==> config.mk <==
export PLATFORM = sky130hd
export DESIGN_NAME = eal_access_ctrl
export DESIGN_NICKNAME = d
export VERILOG_FILES = /design/src/eal_pkg.sv /design/src/eal_clk_div.sv /design/src/eal_serial_engine.sv /design/src/eal_access_ctrl.sv
export SDC_FILE = /design/constraint.sdc
export NUM_CORES = 1
export LEC_CHECK = 0
export BUFFER_PORTS_ARGS = -buffer_cell sky130_fd_sc_hd__buf_2
export CAP_MARGIN = 20
export CORE_UTILIZATION = 40
export DETAILED_ROUTE_END_ITERATION = 12
export HOLD_SLACK_MARGIN = 0.15
export PLACE_DENSITY = 0.56
export SLEW_MARGIN = 20
export SYNTH_ARGS = -nofsm -noshare
export SYNTH_HDL_FRONTEND = slang
export SYNTH_SLANG_ARGS = --single-unit
==> constraint.sdc <==
create_clock -name clk -period 7.9 [get_ports clk]
set_input_delay 0.395 -clock clk [delete_from_list [all_inputs] [get_ports clk]]
set_output_delay 0.395 -clock clk [all_outputs]
set_load 0.1 [all_outputs]
==> src/eal_pkg.sv <==
// Constants, types and helpers shared by the serial memory access controller.
// Summary of operation
// - The start bit drops back to zero by itself once the requested memory access is finished.
// - Writing the start bit from zero to one while no autoload runs launches one access, read when the command bit is 0, write when it is 1.
// - The read-only error bit 2 is set when the memory misses an acknowledge and reads zero otherwise.
// - Read-only bit 3 reads one only after an autoload finished without error, zero from reset on.
// - The serial clock is the core clock divided by 4096, 2048, 1024 or 128 for select 00, 01, 10, 11, reset 00.
// - Autoload starts after reset with bit 6 at zero, its reset value; writing it to one stops autoload after the word in progress.
// - With the fast bit at one, its reset value, autoload runs eight times faster than normal.
// - Read-only bit 8 is one for the whole time an autoload runs and zero otherwise.
// - The 7-bit field in bits 15:9, reset zero, gives the memory word used by each software access.
// - The 16-bit field in bits 31:16, reset zero, is the word stored by a write access.
package eal_pkg;

	// Register location and field positions
	localparam logic [7:0] EAL_REG_OFFSET = 8'h70;
	localparam int EAL_START_BIT = 0;
	localparam int EAL_CMD_BIT = 1;
	localparam int EAL_ERR_BIT = 2;
	localparam int EAL_ALOK_BIT = 3;
	localparam int EAL_DIV_LSB = 4;
	localparam int EAL_ALDIS_BIT = 6;
	localparam int EAL_FAST_BIT = 7;
	localparam int EAL_ALBUSY_BIT = 8;
	localparam int EAL_ADDR_LSB = 9;
	localparam int EAL_DATA_LSB = 16;

	// Values after reset
	localparam logic [1:0] EAL_DIV_RST = 2'h0;
	localparam logic EAL_ALDIS_RST = 1'h0;
	localparam logic EAL_FAST_RST = 1'h1;
	localparam logic [6:0] EAL_ADDR_RST = 7'h00;
	localparam logic [15:0] EAL_DATA_RST = 16'h0000;

	// Serial clock divisors in core clock cycles per serial bit
	localparam logic [12:0] EAL_DIV_4096 = 13'h1000;
	localparam logic [12:0] EAL_DIV_2048 = 13'h0800;
	localparam logic [12:0] EAL_DIV_1024 = 13'h0400;
	localparam logic [12:0] EAL_DIV_128 = 13'h0080;
	localparam int EAL_PHASE_SHIFT = 2; // Four phases per serial bit
	localparam int EAL_FAST_SHIFT = 3; // Fast autoload divides by eight

	// Sequence steps of one access
	localparam logic [2:0] EAL_RD_LAST = 3'h7;
	localparam logic [2:0] EAL_WR_LAST = 3'h5;

	typedef enum logic [1:0] {EAL_OP_START, EAL_OP_STOP, EAL_OP_WRITE, EAL_OP_READ} eal_op_t;
	typedef enum logic [1:0] {EAL_IDLE, EAL_ISSUE, EAL_WAIT} eal_seq_t;

	typedef struct packed {
		eal_op_t op;
		logic [7:0] data;
		logic ack_n;
	} eal_cmd_t;

	typedef struct packed {
		logic done;
		logic nack;
		logic [7:0] rbyte;
	} eal_rsp_t;

	typedef struct packed {
		logic start;
		logic cmd;
		logic [1:0] div_sel;
		logic al_dis;
		logic fast;
		logic [6:0] word_addr;
		logic [15:0] data;
	} eal_cfg_t;

	typedef struct packed {
		logic valid;
		logic [6:0] addr;
		logic [15:0] data;
	} eal_load_t;

	// Core cycles per quarter serial bit
	function automatic logic [12:0] eal_quarter_period(input logic [1:0] sel, input logic fast);
		logic [12:0] base;
		base = EAL_DIV_4096;
		unique case (sel)
			2'h0: base = EAL_DIV_4096;
			2'h1: base = EAL_DIV_2048;
			2'h2: base = EAL_DIV_1024;
			2'h3: base = EAL_DIV_128;
		endcase
		base = base >> EAL_PHASE_SHIFT;
		if (fast) begin
			base = base >> EAL_FAST_SHIFT;
		end
		return base;
	endfunction : eal_quarter_period

endpackage : eal_pkg

==> src/eal_clk_div.sv <==
// Quarter-bit tick divider for the serial clock.
module eal_clk_div import eal_pkg::*; #(
	parameter int CNT_W = 13
) (
	input wire logic clk, // Core clock
	input wire logic reset, // Asynchronous reset, active high
	input wire logic run, // Count while high
	input wire logic [1:0] sel, // Divisor select
	input wire logic fast, // Eight times faster
	output logic tick // One-cycle quarter-bit pulse
);

	// Elaboration check on the counter width
	if (CNT_W < 13) begin : gen_cnt_w_chk
		$error("eal_clk_div: CNT_W too small for the largest divisor");
	end

	typedef struct packed {
		logic [CNT_W-1:0] cnt;
	} eal_div_st_t;

	eal_div_st_t s_q, s_d;
	logic [CNT_W-1:0] lim;

	// Counter wraps at the selected quarter period
	always_comb begin
		lim = CNT_W'(eal_quarter_period(sel, fast));
		s_d = s_q;
		tick = 1'b0;
		if (!run) begin
			s_d.cnt = '0;
		end else if (s_q.cnt >= lim - CNT_W'(1)) begin // Wraps at once if the rate rose
			s_d.cnt = '0;
			tick = 1'b1;
		end else begin
			s_d.cnt = s_q.cnt + CNT_W'(1);
		end
	end

	always_ff @(posedge clk or posedge reset) begin
		if (reset) begin
			s_q <= '0;
		end else begin
			s_q <= s_d;
		end
	end

	div_first_tick_a: assert property (@(posedge clk) disable iff (reset)
		(run && !$past(run) && sel == 2'h3 && !fast) |-> !tick [*8])
		else $error("first tick too soon after run");
	div_normal_gap_a: assert property (@(posedge clk) disable iff (reset)
		(tick && run && sel == 2'h3 && !fast && $stable(sel) && $stable(fast))
		|=> !tick [*8])
		else $error("divide by 128 ticks too close");

endmodule : eal_clk_div

==> src/eal_serial_engine.sv <==
// Two-wire bit engine: start, stop, byte write with acknowledge check, byte read.
module eal_serial_engine import eal_pkg::*; (
	input wire logic clk, // Core clock
	input wire logic reset, // Asynchronous reset, active high
	input wire logic tick, // Quarter-bit enable
	input wire logic cmd_valid, // Command offered
	input wire eal_cmd_t cmd, // Operation, byte, ack level
	output logic busy, // Command in progress
	output eal_rsp_t rsp, // Done pulse, nack, read byte
	output logic scl, // Serial clock
	input wire logic sda_in, // Data line level
	output logic sda_out, // Data driven value
	output logic sda_oe // Data drive enable
);

	typedef struct packed {
		logic active;
		eal_op_t op;
		logic [1:0] phase;
		logic [3:0] bitn;
		logic [7:0] shift;
		logic ackbit;
		logic rel;
		logic scl;
		logic nack;
		logic done;
	} eal_eng_t;

	eal_eng_t s_q, s_d;

	// Phase sequencer, one step per tick
	always_comb begin
		s_d = s_q;
		s_d.done = 1'b0;
		if (!s_q.active) begin
			if (cmd_valid) begin
				s_d.active = 1'b1;
				s_d.op = cmd.op;
				s_d.phase = 2'h0;
				s_d.bitn = 4'h0;
				s_d.shift = cmd.data;
				s_d.ackbit = cmd.ack_n;
				s_d.nack = 1'b0;
			end
		end else if (tick) begin
			s_d.phase = s_q.phase + 2'h1;
			unique case (s_q.op)
				EAL_OP_START: begin
					unique case (s_q.phase)
						2'h0: begin s_d.rel = 1'b1; s_d.scl = 1'b0; end
						2'h1: s_d.scl = 1'b1;
						2'h2: s_d.rel = 1'b0;
						2'h3: begin s_d.scl = 1'b0; s_d.active = 1'b0; s_d.done = 1'b1; end
					endcase
				end
				EAL_OP_STOP: begin
					unique case (s_q.phase)
						2'h0: begin s_d.rel = 1'b0; s_d.scl = 1'b0; end
						2'h1: s_d.scl = 1'b1;
						2'h2: s_d.rel = 1'b1;
						2'h3: begin s_d.active = 1'b0; s_d.done = 1'b1; end
					endcase
				end
				EAL_OP_WRITE, EAL_OP_READ: begin
					unique case (s_q.phase)
						2'h0: begin
							s_d.scl = 1'b0;
							if (s_q.bitn < 4'h8) begin
								s_d.rel = (s_q.op == EAL_OP_WRITE) ? s_q.shift[7] : 1'b1;
							end else begin
								s_d.rel = (s_q.op == EAL_OP_WRITE) ? 1'b1 : s_q.ackbit;
							end
						end
						2'h1: s_d.scl = 1'b1;
						2'h2: begin
							if (s_q.bitn < 4'h8) begin
								s_d.shift = (s_q.op == EAL_OP_READ) ?
									{s_q.shift[6:0], sda_in} : {s_q.shift[6:0], 1'b0};
							end else if (s_q.op == EAL_OP_WRITE) begin
								s_d.nack = sda_in;
							end
						end
						2'h3: begin
							s_d.scl = 1'b0;
							if (s_q.bitn == 4'h8) begin
								s_d.active = 1'b0;
								s_d.done = 1'b1;
							end else begin
								s_d.bitn = s_q.bitn + 4'h1;
							end
						end
					endcase
				end
			endcase
		end
	end

	always_ff @(posedge clk or posedge reset) begin
		if (reset) begin
			s_q <= '{active: 1'b0, op: EAL_OP_START, phase: 2'h0, bitn: 4'h0, shift: 8'h00,
				ackbit: 1'b1, rel: 1'b1, scl: 1'b1, nack: 1'b0, done: 1'b0};
		end else begin
			s_q <= s_d;
		end
	end

	// Outputs; data line is open drain, low only
	assign busy = s_q.active;
	assign rsp = '{done: s_q.done, nack: s_q.nack, rbyte: s_q.shift};
	assign scl = s_q.scl;
	assign sda_out = 1'b0;
	assign sda_oe = ~s_q.rel;

endmodule : eal_serial_engine

==> src/eal_access_ctrl.sv <==
// Serial memory access and autoload controller with its control/status register.
module eal_access_ctrl import eal_pkg::*; #(
	parameter int AL_WORDS = 64,
	parameter logic [7:0] DEV_SEL = 8'hA0
) (
	input wire logic clk, // Core clock
	input wire logic reset, // Asynchronous reset, active high
	input wire logic [7:0] cfg_addr, // Configuration byte address
	input wire logic cfg_wr, // Configuration write strobe
	input wire logic cfg_rd, // Configuration read strobe
	input wire logic [3:0] cfg_be, // Write byte enables
	input wire logic [31:0] cfg_wdata, // Write data
	output logic [31:0] cfg_rdata, // Read data, one cycle after cfg_rd
	output eal_load_t al_load, // Autoloaded word strobe
	output logic ee_scl, // Serial clock
	input wire logic ee_sda_in, // Data line level
	output logic ee_sda_out, // Data driven value
	output logic ee_sda_oe // Data drive enable
);

	// Elaboration checks on the parameters
	if (AL_WORDS < 1 || AL_WORDS > 128) begin : gen_words_chk
		$error("eal_access_ctrl: AL_WORDS must be 1 to 128");
	end
	if (DEV_SEL[0] != 1'b0) begin : gen_sel_chk
		$error("eal_access_ctrl: DEV_SEL must be a write selector");
	end

	typedef struct packed {
		eal_cfg_t cfg;
		logic err;
		logic al_ok;
		logic al_busy;
		logic al_pending;
		logic sw_busy;
		logic wr;
		eal_seq_t st;
		logic [2:0] step;
		logic [6:0] word_addr;
		logic [15:0] rdword;
		eal_load_t load;
		logic [31:0] rdata;
	} eal_ctrl_t;

	eal_ctrl_t s_q, s_d;
	eal_cmd_t eng_cmd;
	eal_rsp_t eng_rsp;
	logic eng_busy;
	logic eng_valid;
	logic div_tick;
	logic hit_wr;
	logic launch;
	logic last_step;

	// Command byte for one step of a word access
	function automatic eal_cmd_t seq_cmd(input logic wr, input logic [2:0] step,
		input logic [6:0] addr, input logic [15:0] data);
		eal_cmd_t c;
		c = '{op: EAL_OP_WRITE, data: DEV_SEL, ack_n: 1'b1};
		if (wr) begin
			unique case (step)
				3'h0: c.op = EAL_OP_START;
				3'h1: c.data = DEV_SEL;
				3'h2: c.data = {addr, 1'b0};
				3'h3: c.data = data[15:8];
				3'h4: c.data = data[7:0];
				default: c.op = EAL_OP_STOP;
			endcase
		end else begin
			unique case (step)
				3'h0: c.op = EAL_OP_START;
				3'h1: c.data = DEV_SEL;
				3'h2: c.data = {addr, 1'b0};
				3'h3: c.op = EAL_OP_START;
				3'h4: c.data = DEV_SEL | 8'h01;
				3'h5: begin c.op = EAL_OP_READ; c.ack_n = 1'b0; end
				3'h6: begin c.op = EAL_OP_READ; c.ack_n = 1'b1; end
				3'h7: c.op = EAL_OP_STOP;
			endcase
		end
		return c;
	endfunction : seq_cmd

	// Decode of the register strobes
	always_comb begin
		hit_wr = cfg_wr && (cfg_addr == EAL_REG_OFFSET);
		launch = hit_wr && cfg_be[0] && cfg_wdata[EAL_START_BIT] && !s_q.cfg.start
			&& (s_q.st == EAL_IDLE) && !s_q.al_pending;
		last_step = (s_q.step == (s_q.wr ? EAL_WR_LAST : EAL_RD_LAST));
		eng_cmd = seq_cmd(s_q.wr, s_q.step, s_q.word_addr, s_q.cfg.data);
		eng_valid = (s_q.st == EAL_ISSUE) && !eng_busy;
	end

	// Register writes, access sequencing and autoload
	always_comb begin
		s_d = s_q;
		s_d.load.valid = 1'b0;
		if (hit_wr && cfg_be[0]) begin
			s_d.cfg.cmd = cfg_wdata[EAL_CMD_BIT];
			s_d.cfg.div_sel = cfg_wdata[EAL_DIV_LSB +: 2];
			s_d.cfg.al_dis = cfg_wdata[EAL_ALDIS_BIT];
			s_d.cfg.fast = cfg_wdata[EAL_FAST_BIT];
		end
		if (hit_wr && cfg_be[1]) begin
			s_d.cfg.word_addr = cfg_wdata[EAL_ADDR_LSB +: 7];
		end
		if (hit_wr && cfg_be[2]) begin
			s_d.cfg.data[7:0] = cfg_wdata[EAL_DATA_LSB +: 8];
		end
		if (hit_wr && cfg_be[3]) begin
			s_d.cfg.data[15:8] = cfg_wdata[EAL_DATA_LSB + 8 +: 8];
		end
		if (cfg_rd) begin
			s_d.rdata = '0;
			if (cfg_addr == EAL_REG_OFFSET) begin
				s_d.rdata = {s_q.cfg.data, s_q.cfg.word_addr, s_q.al_busy, s_q.cfg.fast,
					s_q.cfg.al_dis, s_q.cfg.div_sel, s_q.al_ok, s_q.err,
					s_q.cfg.cmd, s_q.cfg.start};
			end
		end
		unique case (s_q.st)
			EAL_IDLE: begin
				if (s_q.al_pending) begin
					s_d.al_pending = 1'b0;
					if (!s_q.cfg.al_dis) begin
						s_d.al_busy = 1'b1;
						s_d.err = 1'b0;
						s_d.wr = 1'b0;
						s_d.word_addr = 7'h00;
						s_d.step = 3'h0;
						s_d.st = EAL_ISSUE;
					end
				end else if (launch) begin
					s_d.cfg.start = 1'b1;
					s_d.sw_busy = 1'b1;
					s_d.err = 1'b0;
					s_d.wr = s_d.cfg.cmd;
					s_d.word_addr = s_d.cfg.word_addr;
					s_d.step = 3'h0;
					s_d.st = EAL_ISSUE;
				end
			end
			EAL_ISSUE: begin
				if (!eng_busy) begin
					s_d.st = EAL_WAIT;
				end
			end
			EAL_WAIT: begin
				if (eng_rsp.done) begin
					if (eng_rsp.nack) begin
						s_d.err = 1'b1;
					end
					if (!s_q.wr && s_q.step == 3'h5) begin
						s_d.rdword[15:8] = eng_rsp.rbyte;
					end
					if (!s_q.wr && s_q.step == 3'h6) begin
						s_d.rdword[7:0] = eng_rsp.rbyte;
					end
					if (!last_step) begin
						s_d.step = s_q.step + 3'h1;
						s_d.st = EAL_ISSUE;
					end else if (s_q.sw_busy) begin
						s_d.cfg.start = 1'b0;
						s_d.sw_busy = 1'b0;
						if (!s_q.wr) begin
							s_d.cfg.data = s_q.rdword;
						end
						s_d.st = EAL_IDLE;
					end else begin
						s_d.load = '{valid: 1'b1, addr: s_q.word_addr, data: s_q.rdword};
						if (s_q.word_addr == 7'(AL_WORDS - 1) || s_q.cfg.al_dis) begin
							s_d.al_busy = 1'b0;
							s_d.al_ok = !s_d.err && !s_q.cfg.al_dis;
							s_d.st = EAL_IDLE;
						end else begin
							s_d.word_addr = s_q.word_addr + 7'h01;
							s_d.step = 3'h0;
							s_d.st = EAL_ISSUE;
						end
					end
				end
			end
			default: s_d.st = EAL_IDLE;
		endcase
	end

	always_ff @(posedge clk or posedge reset) begin
		if (reset) begin
			s_q <= '{cfg: '{start: 1'b0, cmd: 1'b0, div_sel: EAL_DIV_RST, al_dis: EAL_ALDIS_RST,
				fast: EAL_FAST_RST, word_addr: EAL_ADDR_RST, data: EAL_DATA_RST},
				err: 1'b0, al_ok: 1'b0, al_busy: 1'b0, al_pending: 1'b1, sw_busy: 1'b0,
				wr: 1'b0, st: EAL_IDLE, step: 3'h0, word_addr: 7'h00, rdword: 16'h0000,
				load: '0, rdata: 32'h00000000};
		end else begin
			s_q <= s_d;
		end
	end

	// Serial clock rate; fast mode only while autoloading
	eal_clk_div eal_clk_div_inst (
		.clk(clk),
		.reset(reset),
		.run(s_q.st != EAL_IDLE),
		.sel(s_q.cfg.div_sel),
		.fast(s_q.cfg.fast && s_q.al_busy),
		.tick(div_tick)
	);

	eal_serial_engine eal_serial_engine_inst (
		.clk(clk),
		.reset(reset),
		.tick(div_tick),
		.cmd_valid(eng_valid),
		.cmd(eng_cmd),
		.busy(eng_busy),
		.rsp(eng_rsp),
		.scl(ee_scl),
		.sda_in(ee_sda_in),
		.sda_out(ee_sda_out),
		.sda_oe(ee_sda_oe)
	);

	assign cfg_rdata = s_q.rdata;
	assign al_load = s_q.load;

	start_clear_a: assert property (@(posedge clk) disable iff (reset)
		(s_q.sw_busy && s_q.st == EAL_WAIT && eng_rsp.done && last_step)
		|=> !s_q.cfg.start && s_q.st == EAL_IDLE)
		else $error("start bit not cleared at access end");
	launch_busy_a: assert property (@(posedge clk) disable iff (reset)
		launch |=> s_q.sw_busy && s_q.cfg.start && s_q.wr == $past(cfg_wdata[EAL_CMD_BIT])
		&& s_q.st == EAL_ISSUE)
		else $error("launch did not start the requested access");
	nack_err_a: assert property (@(posedge clk) disable iff (reset)
		(s_q.st == EAL_WAIT && eng_rsp.done && eng_rsp.nack) |=> s_q.err)
		else $error("missed acknowledge not flagged");
	al_ok_a: assert property (@(posedge clk) disable iff (reset)
		$rose(s_q.al_ok) |-> $past(s_q.al_busy) && !s_q.al_busy && !s_q.err)
		else $error("autoload complete without a clean autoload");
	al_skip_a: assert property (@(posedge clk) disable iff (reset)
		(s_q.load.valid && $past(s_q.cfg.al_dis)) |-> !s_q.al_busy && !s_q.al_ok)
		else $error("autoload went on while disabled");
	fast_rate_a: assert property (@(posedge clk) disable iff (reset)
		(div_tick && s_q.al_busy && s_q.cfg.fast && s_q.cfg.div_sel == 2'h3)
		##1 (s_q.al_busy && s_q.cfg.fast && s_q.cfg.div_sel == 2'h3 && s_q.st != EAL_IDLE) [*4]
		|-> div_tick && !$past(div_tick) && !$past(div_tick, 2) && !$past(div_tick, 3))
		else $error("fast autoload tick spacing wrong");
	al_status_a: assert property (@(posedge clk) disable iff (reset)
		(cfg_rd && cfg_addr == EAL_REG_OFFSET) |=> cfg_rdata[EAL_ALBUSY_BIT] == $past(s_q.al_busy))
		else $error("autoload status bit does not follow autoload");
	word_addr_a: assert property (@(posedge clk) disable iff (reset)
		(eng_valid && s_q.sw_busy && s_q.step == 3'h2) |-> eng_cmd.data == {s_q.cfg.word_addr, 1'b0})
		else $error("wrong word address sent");
	wr_data_a: assert property (@(posedge clk) disable iff (reset)
		(eng_valid && s_q.wr && s_q.step == 3'h3) |-> eng_cmd.data == s_q.cfg.data[15:8]
		&& eng_cmd.op == EAL_OP_WRITE)
		else $error("wrong write data sent");
	rd_back_a: assert property (@(posedge clk) disable iff (reset)
		(s_q.sw_busy && !s_q.wr && s_q.st == EAL_WAIT && eng_rsp.done && last_step)
		|=> s_q.cfg.data == $past(s_q.rdword))
		else $error("read word not placed in data field");

endmodule : eal_access_ctrl

# ---- Word-level counts from Yosys, hierarchy flattened
# Index checks and enable logic that the tools add are counted.
# Widths: inputs -> output; s select.
dict set report classes {
  n_addsub 6
  muxes 101
  n_shift 0
  n_lt_le_gt_ge 2
  bitwise_logic 3
  div_mod_pow 0
  eq_ne 50
  reduce_logical 55
  n_mul 0
}
# operator n
set op_table {}
lappend op_table {{$mux 24} 3}
lappend op_table {{$mux 16} 4}
lappend op_table {{$mux 13} 4}
lappend op_table {{$mux 52} 1}
lappend op_table {{$pmux 13 s4} 1}
lappend op_table {{$mux 8} 6}
lappend op_table {{$mux 14} 3}
lappend op_table {{$mux 1} 41}
lappend op_table {{$ne 2x2->1 const B} 20}
lappend op_table {{$mux 32} 1}
lappend op_table {{$mux 10} 3}
lappend op_table {{$reduce_and 5->1} 5}
lappend op_table {{$pmux 8 s3} 1}
lappend op_table {{$pmux 1 s2} 10}
lappend op_table {{$pmux 10 s2} 1}
lappend op_table {{$mux 19} 1}
lappend op_table {{$mux 18} 1}
lappend op_table {{$pmux 2 s3} 3}
lappend op_table {{$reduce_and 6->1} 3}
lappend op_table {{$pmux 8 s2} 1}
lappend op_table {{$eq 2x2->1 const B} 7}
lappend op_table {{$logic_and 1x1->1} 14}
lappend op_table {{$mux 2} 7}
lappend op_table {{$mux 7} 2}
lappend op_table {{other kinds (36)} 74}
dict set report word_totals {
  romBits 0
  mem_count 0
  inputBits 49
  ramBits 0
  register_bits 154
  wordCells 250
  output_inout_bits 59
  latch_bits 0
}

# ---- Logic depth before layout (Yosys ltp)
dict set report logic_depth {
  depth_word 10
  depth_mapped 14
  ltp_nobuf 14
}

# ---- Modules after synthesis
# Synthesis repeated with hierarchy kept, for this count alone.
dict set report unflattened {
  hier_cells 719
  area_unflattened_um2 8091.5
}
# mod seq_area_each_um2 area_per_inst_um2 cells_per_inst n_inst
set by_module_without_submodules {}
lappend by_module_without_submodules {eal_access_ctrl 2980.4 5758.0 494 1}
lappend by_module_without_submodules {eal_serial_engine 554.3 1356.3 129 1}
lappend by_module_without_submodules {eal_clk_div 325.3 977.2 96 1}

# ---- Worst setup path before layout
# Ideal clock, no wire load.
dict set report synth_path {
  kind {register -> register}
  start {register s_q[113] (netlist bit)}
  end {register eal_serial_engine_inst.s_q, in the netlist eal_serial_engine_inst.rsp[1]}
  period_less_slack_ps 3198
  arrival_time_ps 3073
  setup_slack_ps 4702
  required_ps 7775
  n_path_buf 0
  stages_incl_launch_ff 15
  setup_ps 125
  path_cell_list {dfstp_2 -> nand2_1 -> xnor2_1 -> nand2_1 -> ha_1 -> nand2_1 -> nor2_1 -> a21oi_1 -> ha_1 -> a21oi_1 -> o21ai_0 -> o21ai_0 -> a2111oi_4 -> nor2_1 -> mux2_2}
}
dict set report synth_via {
  elab_chain_cells 8
}
# element line_no
set synth_rtl {}
lappend synth_rtl {{start, declared} eal_access_ctrl.sv:45} ;# eal_ctrl_t s_q, s_d;
lappend synth_rtl {{start signal, assigned} eal_access_ctrl.sv:189} ;# s_q <= '{cfg: '{start: 1'b0, cmd: 1'b0, div_sel: EAL_DIV_RST, al_dis: EAL_ALDIS_RST,
lappend synth_rtl {{$logic_and 1x1->1} eal_access_ctrl.sv:205} ;# .fast(s_q.cfg.fast && s_q.al_busy),
lappend synth_rtl {{$mux 11} eal_pkg.sv:89} ;# if (fast) begin
lappend synth_rtl {{$sub 11x1->12} eal_clk_div.sv:32} ;# end else if (s_q.cnt >= lim - CNT_W'(1)) begin
lappend synth_rtl {{$ge 13x13->1} eal_clk_div.sv:32}
lappend synth_rtl {{$mux 1} eal_clk_div.sv:32}
lappend synth_rtl {{$mux 1} eal_clk_div.sv:30} ;# if (!run) begin
lappend synth_rtl {{$ne 2x2->1 (no source line)} --}
lappend synth_rtl {{$reduce_and 5->1 (no source line)} --}
lappend synth_rtl {{end signal, assigned} eal_serial_engine.sv:100} ;# s_q <= '{active: 1'b0, op: EAL_OP_START, phase: 2'h0, bitn: 4'h0, shift: 8'h00,
lappend synth_rtl {{end, declared} eal_serial_engine.sv:29} ;# eal_eng_t s_q, s_d;
# No other way between the ends.
# A chain may end at the register's enable or synchronous reset.

# ---- Worst setup path after layout
dict set report layout_path {
  start {register s_q[113] (netlist bit)}
  end {register eal_serial_engine_inst.s_q, in the netlist eal_serial_engine_inst.rsp[4]}
}
# The elaborated chain is that of the path after synthesis.

==> metrics.csv <==
metric;value;unit
ys_dominant_reg_cell;dfrtp_1;
tightestPinTransition;0.856;ns
globalplace.congestion;0.810;
path_class;flop to flop;
drive_gt1_share;29.6;%
ys_top_cells_by_count;dfrtp_1, buf_4, mux2_2;
reg2reg_depth;14;
cp-start-kind;flop;
total_power;1880;uW
synth.area.mux_share;10.9;%
yosys-top-cells-area;dfrtp_1, mux2_2, buf_4;
async_flop_share;100;%
synth_fa_ha_area_share;4.20;%
startpoint;s_q[113];
hold_depth;2;
core_area;18800;um2
cts_made_buffers;17;
yosysTopAreaCell;dfrtp_1;
ir_drop;193;uV
clk_latency;0.43;ns
post-route-worst-setup-slack;4.27;ns
die-width;141;um
grt_overflow;0;
fin_skew;0.00694;ns
grt_usage;18.3;%
rrSetupSlack;4.27;ns
synthSimpleGateAreaFrac;10.4;%
port_buffers;103;
via_count;5376;
p_leak;0.00432;uW
yosysWarnings;0;
synth_edf_count;0;
synth.most_common_cell;dfrtp_1;
fin_nets;825;
max_slew_margin;42.9;%
hold_violations;0;
antenna_found_initial;0;
cts_resized;0;
antennaDiodeCount;0;
grt_pass1_wl;28.3;mm
first_iter_violations;319;
rr_startpoint;s_q[113];
fmax;275;MHz
place_ws;4.29;ns
fillers;1729;
cts_buffer_depth;2;
dp_cells;990;
cts-root-buf;clkbuf_16;
io_pins;108;
synth_compound_area_share;14.8;%
synth.distinct_cells;60;
post_cts_buffers;0;
synth_top_area_share;48.1;%
h-tree-depth;4;
floorplan.initialDensity;41.1;%
cts_hold_buf;1;
cts_tree;done;
slew_violations;0;
cp-end-kind;flop;
syn_avg_cell_area;11.0;um2
final_cells;1023;
dp_hpwl;12.2;mm
required;8.21;ns
crit_fanout;6;
critPathCapture;eal_serial_engine_inst.rsp[4];
drtAntennaViolNets;0;
clkSinkCount;154;
r2r_end;eal_serial_engine_inst.rsp[4];
clkTransAtPathRegs;0.06;ns
ys_seq_area_share;49.8;%
drc_errors;0;
finalCriticalPeriod;3.63;ns
finalSetupViolCount;0;
synth.ff_latch_count;154;
power_density;216;nW/um2
fin_tns_setup;0;ns
grt_setup_unrepaired;no;
drt_wl_total;17.1;mm
wire_per_inst;16.7;um
period_share;46.0;%
dieHeight;141;um
synth_top_family_by_area;compound AO/OA/AOI/OAI gates;
rows;50;
maxCapViolations;0;
grt_max_degree;89;
arrival;3.94;ns
vias_per_cell;5.26;
synth_xor_area_share;1.70;%
syn2layout_area_growth;12.2;%
syn_area;7750;um2
status;finished, final reports clean;
min_path_type;input port to flop;
first_pass_iters;5;
grt_pass1_vias;5362;
die_area;19900;um2
syn_inst;705;
==> how the worst min path moves through the flow <==
stage / start / endpoint
after global placement: s_q[111] / cfg_rdata[14]
final: cfg_wdata[7] / s_q[113]
after floorplan: s_q[108] / cfg_rdata[11]
after CTS: cfg_wdata[4] / s_q[115]
after global routing: cfg_wdata[7] / s_q[113]
after detailed placement: s_q[110] / cfg_rdata[13]
==> routing by layer <==
metal	global-route usage (%)	part of all wire, %
met5	0	0
met4	6.98	1.7
met3	4.04	4.8
met2	27.9	45
met1	25.4	49
==> registers in the layout, indices dropped and copies added, names as in the netlist <==
name,count
eal_serial_engine_inst.s_q,10
cfg_rdata,32
eal_serial_engine_inst.rsp,10
s_q,63
eal_clk_div_inst.s_q,13
al_load,24
eal_serial_engine_inst.scl,1
eal_serial_engine_inst.busy,1
==> cell families after synthesis <==
| kind of cell | Yosys count |
|---|---|
| simple gates | 166 |
| compound gates | 157 |
| flops | 154 |
| buf+inv | 109 |
| mux | 76 |
| fa+ha+maj | 26 |
| xor+xnor | 15 |
| other cells | 2 |
==> area by class of cell <==
cell class | instances | area, um2 | share of cell area [%]
Clock buffer | 20 | 457 | 5.25
Clock inverter | 12 | 114 | 1.31
Inverter | 24 | 95.1 | 1.09
Multi-Input combinational cell | 443 | 3270 | 37.6
Sequential cell | 154 | 3860 | 44.4
Tap cell | 260 | 325 | 3.74
Timing Repair Buffer | 110 | 571 | 6.56
==> critical path, cell delays in order, from the launching register on <==
cell	delay, ns
dfstp_2	0.57
nand2_1	0.12
xnor2_1	0.15
nand2_1	0.07
ha_1	0.23
nand2_1	0.08
nor2_1	0.04
a21oi_1	0.17
ha_1	0.27
a21oi_1	0.12
o21ai_0	0.11
o21ai_0	0.57
a2111oi_4	0.20
nor2_1	0.43
mux2_2	0.40
==> cells in the final DEF, fill, tap and decap left out, drive strengths merged, types with 3 or more instances in the layout <==
cell      count
a21o          4
a21oi        19
a22o         44
a22oi         7
a31o          7
a31oi         3
a32o          5
a32oi         3
and3         10
buf         109
clkbuf       20
clkinv        4
clkinvlp      4
conb          3
dfrtp       149
dfstp         5
ha           26
inv          27
mux2         60
mux2i        16
nand2        58
nand2b        6
nand3        15
nand3b        3
nand4         5
nor2         40
nor2b         4
nor3         11
nor3b         4
o21ai        44
or2           4
xnor2         5
xor2         10
==> through the flow <==
step,hold slack [ns],util [%],cell area (um2)
after detailed placement,0.476,43.1,8110
after CTS,0.185,46.2,8690
after global placement,0.466,43.1,8110
final,0.200,46.2,8690
after global routing,0.187,46.2,8690
after floorplan,0.460,-,7750
==> power by group <==
part	leakage [uW]	switching, uW	internal (uW)
logic	0.00205	138	73.3
registers	0.00200	49.9	832
clock network	0.000269	334	452
total	0.00432	522	1360
Power figures use the tool's default switching activity.
